==> src/design/hpp_regs.svh <==
// Register offsets, field positions and reset values of the host parallel port.
`ifndef HPP_REGS_SVH
`define HPP_REGS_SVH
`define HPP_OFF_CONTROL      4'h0
`define HPP_OFF_DATA         4'h1
`define HPP_OFF_OUT_LATCH    4'h2
`define HPP_OFF_DIRECTION    4'h3
`define HPP_OFF_STROBE_VAL   4'h4
`define HPP_OFF_STROBE_LAT   4'h5
`define HPP_OFF_STROBE_DIR   4'h6
`define HPP_OFF_IRQ_FLAGS    4'h7
`define HPP_OFF_IRQ_EN       4'h8
`define HPP_OFF_IRQ_PRIO     4'h9
`define HPP_OFF_ANALOG_CFG   4'ha
`define HPP_OFF_MEM_MODE     4'hb
`define HPP_BIT_IN_FULL      7
`define HPP_BIT_OUT_FULL     6
`define HPP_BIT_OVERFLOW     5
`define HPP_BIT_MODE         4
`define HPP_BIT_IRQ          7
`define HPP_RST_CONTROL      8'h00
`define HPP_RST_DIRECTION    8'hff
`define HPP_RST_STROBE_DIR   8'hff
`define HPP_RST_IRQ_FLAGS    8'h00
`define HPP_RST_IRQ_EN       8'h00
`define HPP_RST_IRQ_PRIO     8'hff
`define HPP_RST_ANALOG_CFG   8'h00
`define HPP_RST_STROBE_LAT   8'h00
`define HPP_RST_LATCH        8'h00
`endif

==> src/design/hpp_pkg.sv <==
// Types shared by the host parallel port design.
package hpp_pkg;
   typedef struct packed {
      logic rd_n;
      logic wr_n;
      logic cs_n;
   } hpp_strobe_t;
   typedef struct packed {
      logic [7:0] in;
      logic [7:0] out;
      logic [7:0] oe;
   } hpp_pins_t;
endpackage

==> src/design/hpp_top.sv <==
// Host parallel port: byte-wide slave port for an external processor.
// Functional notes
// - Mode bit selects slave port or GPIO.
// - Three strobe pins become read, write, select.
// - External processor accesses one byte-wide latch.
// - Strobe direction bits must be inputs.
// - Analog config bits must make pins digital.
// - Write taken when select and write low.
// - Read begins when select and read low.
// - Strobe pins are control inputs in mode.
// - Input-full bit 7 shows unread byte.
// - Output-full bit 6 shows unread output byte.
// - Overflow bit 5 sticky until software clears.
// - Low control bits read zero, reset zero.
// - Port usable only in microcontroller mode.
//
// Decided for this implementation: register access over Avalon-MM and the placing of the registers.
`timescale 1ns/10ps
`include "hpp_regs.svh"
module hpp_top (
   input  wire logic              clk,
   input  wire logic              rst,
   input  wire logic [3:0]        avs_address,
   input  wire logic              avs_read,
   input  wire logic              avs_write,
   input  wire logic [31:0]       avs_writedata,
   output logic      [31:0]       avs_readdata,
   output logic                   avs_waitrequest,
   input  wire logic [7:0]        pd_in,
   output logic      [7:0]        pd_out,
   output logic      [7:0]        pd_oe,
   input  wire logic [7:0]        pe_in,
   output logic      [7:0]        pe_out,
   output logic      [7:0]        pe_oe,
   output logic                   irq
);
   // Control and data registers.
   logic [7:0] ctrl_ff;
   logic [7:0] latch_ff;
   logic [7:0] dir_ff;
   logic [7:0] elat_ff;
   logic [7:0] edir_ff;
   logic [7:0] flags_ff;
   logic [7:0] en_ff;
   logic [7:0] prio_ff;
   logic [7:0] acfg_ff;
   logic       ext_mem_ff;
   logic       wr_seen_ff;
   logic       rd_seen_ff;
   logic       ack_ff;
   logic [31:0] rdata_ff;
   logic [7:0] pd_out_ff;
   logic [7:0] pd_oe_ff;
   logic [7:0] pe_out_ff;
   logic [7:0] pe_oe_ff;
   logic       irq_ff;

   hpp_pkg::hpp_strobe_t strb;

   // Decode of strobes and bus access.
   wire req = (avs_read | avs_write) & ~ack_ff;
   wire wr_req = avs_write & ~ack_ff;
   wire rd_req = avs_read & ~ack_ff;
   wire digital_ok = &acfg_ff[2:0];
   wire inputs_ok = &edir_ff[2:0];
   wire mode_on = ctrl_ff[`HPP_BIT_MODE] & ~ext_mem_ff;
   assign strb.rd_n = pe_in[0];
   assign strb.wr_n = pe_in[1];
   assign strb.cs_n = pe_in[2];
   wire port_live = mode_on & digital_ok & inputs_ok;
   wire ext_wr_lvl = port_live & ~strb.cs_n & ~strb.wr_n;
   wire ext_rd_lvl = port_live & ~strb.cs_n & ~strb.rd_n;
   wire ext_wr_end = wr_seen_ff & ~ext_wr_lvl;
   wire ext_rd_end = rd_seen_ff & ~ext_rd_lvl;
   wire sel_ctrl = (avs_address == `HPP_OFF_CONTROL);
   wire sel_data = (avs_address == `HPP_OFF_DATA);
   wire sel_lat = (avs_address == `HPP_OFF_OUT_LATCH);
   wire cpu_data_wr = wr_req & (sel_data | sel_lat);
   wire cpu_data_rd = rd_req & sel_data;
   wire [7:0] wbyte = avs_writedata[7:0];

   // Input-full, output-full and overflow next values.
   wire in_full = ctrl_ff[`HPP_BIT_IN_FULL];
   wire nxt_in_full = ext_wr_end | (in_full & ~cpu_data_rd);
   wire nxt_out_full = (cpu_data_wr & mode_on)
                     | (ctrl_ff[`HPP_BIT_OUT_FULL] & ~ext_rd_end);
   wire ovf_clr = wr_req & sel_ctrl & ~avs_writedata[`HPP_BIT_OVERFLOW];
   wire nxt_ovf = (ext_wr_end & in_full)
                | (ctrl_ff[`HPP_BIT_OVERFLOW] & ~ovf_clr);
   wire nxt_mode = (wr_req & sel_ctrl) ? avs_writedata[`HPP_BIT_MODE]
                                       : ctrl_ff[`HPP_BIT_MODE];
   wire [7:0] nxt_ctrl = {nxt_in_full, nxt_out_full, nxt_ovf, nxt_mode, 4'h0};

   // Interrupt flag: set by either transfer end; set wins over clear.
   wire evt = ext_wr_end | ext_rd_end;
   // Flags are write-one-to-clear, so an event landing with the clear is kept.
   wire [7:0] flag_w = (wr_req && avs_address == `HPP_OFF_IRQ_FLAGS) ? (flags_ff & ~wbyte)
                                                                     : flags_ff;
   wire [7:0] nxt_flags = {flag_w[7] | evt, flag_w[6:0]};

   // Pin data: the external byte lands in the latch, CPU writes load it too.
   wire [7:0] nxt_latch = ext_wr_end ? pd_in :
                          cpu_data_wr ? wbyte : latch_ff;
   wire [7:0] nxt_pd_oe = ext_rd_lvl ? 8'hff :
                          mode_on ? 8'h00 : ~dir_ff;

   // Read data mux.
   logic [7:0] rsel;
   always_comb begin
      if (sel_ctrl) begin
         rsel = ctrl_ff;
      end else if (sel_data) begin
         rsel = mode_on ? latch_ff : pd_in;
      end else if (sel_lat) begin
         rsel = latch_ff;
      end else if (avs_address == `HPP_OFF_DIRECTION) begin
         rsel = dir_ff;
      end else if (avs_address == `HPP_OFF_STROBE_VAL) begin
         rsel = pe_in;
      end else if (avs_address == `HPP_OFF_STROBE_LAT) begin
         rsel = elat_ff;
      end else if (avs_address == `HPP_OFF_STROBE_DIR) begin
         rsel = edir_ff;
      end else if (avs_address == `HPP_OFF_IRQ_FLAGS) begin
         rsel = flags_ff;
      end else if (avs_address == `HPP_OFF_IRQ_EN) begin
         rsel = en_ff;
      end else if (avs_address == `HPP_OFF_IRQ_PRIO) begin
         rsel = prio_ff;
      end else if (avs_address == `HPP_OFF_ANALOG_CFG) begin
         rsel = acfg_ff;
      end else if (avs_address == `HPP_OFF_MEM_MODE) begin
         rsel = {7'h00, ext_mem_ff};
      end else begin
         rsel = 8'h00;
      end
   end

   // Transfer detection: the strobe level is seen first, the end follows.
   always_ff @(posedge clk or posedge rst) begin
      if (rst) begin
         wr_seen_ff <= 1'b0;
         rd_seen_ff <= 1'b0;
      end else begin
         wr_seen_ff <= ext_wr_lvl;
         rd_seen_ff <= ext_rd_lvl;
      end
   end

   // Status, latch and interrupt registers.
   always_ff @(posedge clk or posedge rst) begin
      if (rst) begin
         ctrl_ff  <= `HPP_RST_CONTROL;
         latch_ff <= `HPP_RST_LATCH;
         flags_ff <= `HPP_RST_IRQ_FLAGS;
      end else begin
         ctrl_ff  <= nxt_ctrl;
         latch_ff <= nxt_latch;
         flags_ff <= nxt_flags;
      end
   end

   // Plain software registers.
   always_ff @(posedge clk or posedge rst) begin
      if (rst) begin
         dir_ff     <= `HPP_RST_DIRECTION;
         elat_ff    <= `HPP_RST_STROBE_LAT;
         edir_ff    <= `HPP_RST_STROBE_DIR;
         en_ff      <= `HPP_RST_IRQ_EN;
         prio_ff    <= `HPP_RST_IRQ_PRIO;
         acfg_ff    <= `HPP_RST_ANALOG_CFG;
         ext_mem_ff <= 1'b0;
      end else if (wr_req) begin
         if (avs_address == `HPP_OFF_DIRECTION) begin
            dir_ff <= wbyte;
         end else if (avs_address == `HPP_OFF_STROBE_LAT) begin
            elat_ff <= wbyte;
         end else if (avs_address == `HPP_OFF_STROBE_DIR) begin
            edir_ff <= wbyte;
         end else if (avs_address == `HPP_OFF_IRQ_EN) begin
            en_ff <= wbyte;
         end else if (avs_address == `HPP_OFF_IRQ_PRIO) begin
            prio_ff <= wbyte;
         end else if (avs_address == `HPP_OFF_ANALOG_CFG) begin
            acfg_ff <= wbyte;
         end else if (avs_address == `HPP_OFF_MEM_MODE) begin
            ext_mem_ff <= wbyte[0];
         end
      end
   end

   // Bus answer: one wait cycle, then the acknowledge cycle.
   always_ff @(posedge clk or posedge rst) begin
      if (rst) begin
         ack_ff   <= 1'b0;
         rdata_ff <= 32'h0000_0000;
      end else begin
         ack_ff   <= req;
         rdata_ff <= {24'h00_0000, rsel};
      end
   end

   // Pin drivers and interrupt output, all registered.
   always_ff @(posedge clk or posedge rst) begin
      if (rst) begin
         pd_out_ff <= 8'h00;
         pd_oe_ff  <= 8'h00;
         pe_out_ff <= 8'h00;
         pe_oe_ff  <= 8'h00;
         irq_ff    <= 1'b0;
      end else begin
         pd_out_ff <= latch_ff;
         pd_oe_ff  <= nxt_pd_oe;
         pe_out_ff <= elat_ff;
         pe_oe_ff  <= mode_on ? {~edir_ff[7:3], 3'h0} : ~edir_ff;
         irq_ff    <= |(nxt_flags & en_ff);
      end
   end

   assign avs_readdata    = rdata_ff;
   assign avs_waitrequest = ~ack_ff;
   assign pd_out = pd_out_ff;
   assign pd_oe  = pd_oe_ff;
   assign pe_out = pe_out_ff;
   assign pe_oe  = pe_oe_ff;
   assign irq    = irq_ff;
endmodule

==> config.mk <==
export PLATFORM = sky130hd
export DESIGN_NAME = hpp_top
export DESIGN_NICKNAME = d
export VERILOG_FILES = /design/src/design/hpp_pkg.sv /design/src/design/hpp_top.sv
export VERILOG_INCLUDE_DIRS = /design/src /design/src/design
export SDC_FILE = /design/constraint.sdc
export NUM_CORES = 1
export LEC_CHECK = 0
export ABC_AREA = 1
export BUFFER_PORTS_ARGS = -buffer_cell sky130_fd_sc_hd__clkbuf_2
export CORE_ASPECT_RATIO = 1.75
export CORE_MARGIN = 10
export CORE_UTILIZATION = 45
export CTS_CLUSTER_SIZE = 40
export DETAILED_ROUTE_END_ITERATION = 6
export PLACE_DENSITY = 0.69
export SETUP_SLACK_MARGIN = 0.5
export SYNTH_ARGS = -nofsm -noshare
export SYNTH_HDL_FRONTEND = slang
export SYNTH_SLANG_ARGS = --single-unit
==> constraint.sdc <==
create_clock -name clk -period 12.3 [get_ports clk]
set_input_delay 3.075 -clock clk [delete_from_list [all_inputs] [get_ports clk]]
set_output_delay 3.075 -clock clk [all_outputs]
set_load 0.01 [all_outputs]
==> impl_metrics.ini <==
[logic_synthesis]
synth_cells = 553
synthTopCellsByArea = dfrtp_1, dfstp_2, nand2_1
synth.distinct_cells = 26
async_reset_ff_share_pct = 100.0
synth-seq-cells = 113
netlist.area_leader.share_pct = 45.37
yosysTopAreaCell = dfrtp_1
synth.most_common_cell = nand2_1
ys_seq_area_share_pct = 58.22
synth_area_sq_mm = 0.004908
synth_edf_count = 0
yosys_warnings = 0
syn_avg_cell_area_sq_um = 8.876
synthTopCellsByCount = nand2_1, dfrtp_1, o21ai_0
ys.flop_type = dfrtp_1

[cells_and_area]
fin_cells = 777
final_area_sq_mm = 0.005898
drive_gt1_share_pct = 22.41
antenna_cells = 0
final_nets = 690
areaGrowthSynthToFinish_pct = 20.16

[sta]
fin_crit_sh_pct = 36.85
rsz0062_at_grt = false
hold_violations = 0
min_period_ns = 4.533
tns_ns = 0
fmax_mhz = 220.6
setup_viol = 0
tightest_slew_ns = 1.242
max-slew-margin-rel_pct = 16.89
holdWs_ns = 0.3748
setup_slack_ns = 7.767
skew_ns = 0.007153
slew_violations = 0

[grt]
groute.layer.met2.usage_pct = 29.14
gr-max-usage-layer = met2
use_met3_pct = 5.282
use_met1_pct = 17.24
grt_pass1_wl_mm = 21.18
grt_antenna_before_repair = 0
grt_usage_pct = 17.37
grt_overflow = 0
grt_max_degree = 66
grt_pass1_vias = 4230

[clocking]
cts_hold_buf = 0
cts-htree-levels = 4
cts_buffer_depth = 2
clkTransAtPathRegs_ns = 0.05
cts_resized = 0
cts_setup_buffers = 0
cts_made_buffers = 17
cts_tree = yes
clockRootBuffer = clkbuf_16
cts.sinks = 113
clock_insertion_delay_worst_skew_ns = 0.42

[floorplanning]
pin_count = 122
num_rows = 50
die_w_microns = 98.95
core_sq_mm = 0.01070
dieArea_sq_mm = 0.01565
die_h_microns = 158.2
start_util_pct = 45.88

[drt]
routed_via_density = 5.254
wl_mm = 13.29
drc = 0
wl_per_cell_microns = 17.11
first_pass_iters = 5
ant_nets = 0
num_vias = 4082
drtIter0Drc = 285

[critical_path]
path_buf_inv = 3
critPathTopFamily = simple AND/OR/NAND/NOR gates
crit_top_cell = nand2_1
crit_required_ns = 12.64
path_class = in2reg
slowest_delay_ns = 0.62
cp-start-kind = input pin
crit_slowest_cell = nor2_1
crit_fanout = 11
cp-end-kind = flop
arrival_ns = 4.87
crit_chain = clkbuf_2 -> nor2_1 -> inv_1 -> nor2_1 -> nand2_1 -> nand2_1 -> inv_1 -> nand4_1 -> nand2_1 -> nand4_1

[pwr]
ir_drop_mv = 0.1092
p_comb_share_pct = 15.3
p_leak_uw = 0.002933
internal_power_uw = 867.2
pwr-share-seq_pct = 43.6
clockPowerShare_pct = 41.1
netSwitchingFraction_pct = 27.48
p_per_area_mw_per_mm2 = 202.7
switchingPower_uw = 328.6

[placement]
port_buffers = 73
finalWeightedCongestion = 0.9395
dp_cells = 745
dp_hpwl_mm = 9.958
pre_cts_ws_ns = 7.354
placed_cell_area_sq_mm = 0.005301

[run_status]
status = finished, final reports clean

[run]
timing.max_cap.violations = 0

[hold_path]
hold_class = reg2reg
==> worst paths after layout <==
path,start,to,slack (ns),cells past startpoint
max,avs_address[0],avs_readdata[5],7.77,10
min,latch_ff[1],pd_out[1],0.37,0
max reg2reg,ctrl_ff[4],latch_ff[1],9.66,6
min reg2reg,latch_ff[1],pd_out[1],0.37,0
max in group asynchronous,rst,en_ff[4],8.39,3
min in group asynchronous,rst,pd_oe[4],2.71,2
==> cell usage in the layout (no fill, tap or decap), types with 2 or more instances in the layout <==
cell       count
nand2_1      152
dfrtp_1       89
clkbuf_2      73
o21ai_0       55
inv_1         49
a21oi_1       31
nor2_1        29
nand3_1       24
conb_1        24
dfstp_2       24
clkbuf_16     17
o21ai_1       16
nand4_1       13
o211ai_1       8
clkinv_2       6
or2_2          5
nand2_2        4
o21a_1         4
nor2_2         3
bufinv_16      3
inv_2          2
nor3_1         2
clkinv_1       2
clkbuf_1       2
clkbuf_8       2
==> sequential cells by signal, indices dropped and copies added, names as in the netlist <==
register / cells
edir_ff: 8
dir_ff: 8
pd_oe: 8
pe_oe: 8
ack_ff: 1
avs_readdata: 8
acfg_ff: 8
irq: 1
ext_mem_ff: 1
en_ff: 8
elat_ff: 8
wr_seen_ff: 1
prio_ff: 8
pd_out: 8
rd_seen_ff: 1
pe_out: 8
ctrl_ff: 4
flags_ff: 8
latch_ff: 8
==> power by group through the flow <==
| stage | Sequential [uW] | Clock [uW] | Combinational [uW] |
|---|---|---|---|
| after CTS | 522 | 496 | 186 |
| final | 522 | 491 | 183 |
| after global placement | 523 | 0 | 179 |
| after detailed placement | 526 | 0 | 185 |
| after global routing | 532 | 513 | 206 |
| after floorplan | 534 | 0 | 95.5 |
==> layer usage <==
layer	share of wire, %	routed length, microns
met2	50	6692
met1	37	4853
met4	6.6	879
met3	6.5	866
met5	0	0
==> kinds of logic (layout without fill, tap and decap cells) <==
family          count (synthesis)  count (layout)  share of synthesized area, %
simple gates                  236             236                         20.62
other cells                     1              24                       0.07640
compound gates                114             114                         12.24
flops                         113             113                         58.22
buf+inv                        89             160                         8.845
==> metrics by stage <==
| stage | power, uW | utilization (%) |
|---|---|---|
| floorplan | 629.8 | - |
| global placement | 702.6 | 49.56 |
| detailed placement | 711.2 | 49.56 |
| CTS | 1203 | 55.13 |
| global route | 1251 | 55.13 |
| finish | 1196 | 55.13 |
==> layout make-up <==
| cell class | count | area (sq um) |
|---|---|---|
| inverters | 54 | 205.2 |
| repair buffers | 74 | 372.9 |
| multi-input cells | 374 | 1703 |
| fillers | 938 | 4800 |
| well taps | 130 | 162.7 |
| clock buffers | 21 | 460.4 |
| clock inverters | 11 | 136.4 |
| flip-flops and latches | 113 | 2858 |
Power figures use the tool's default switching activity.
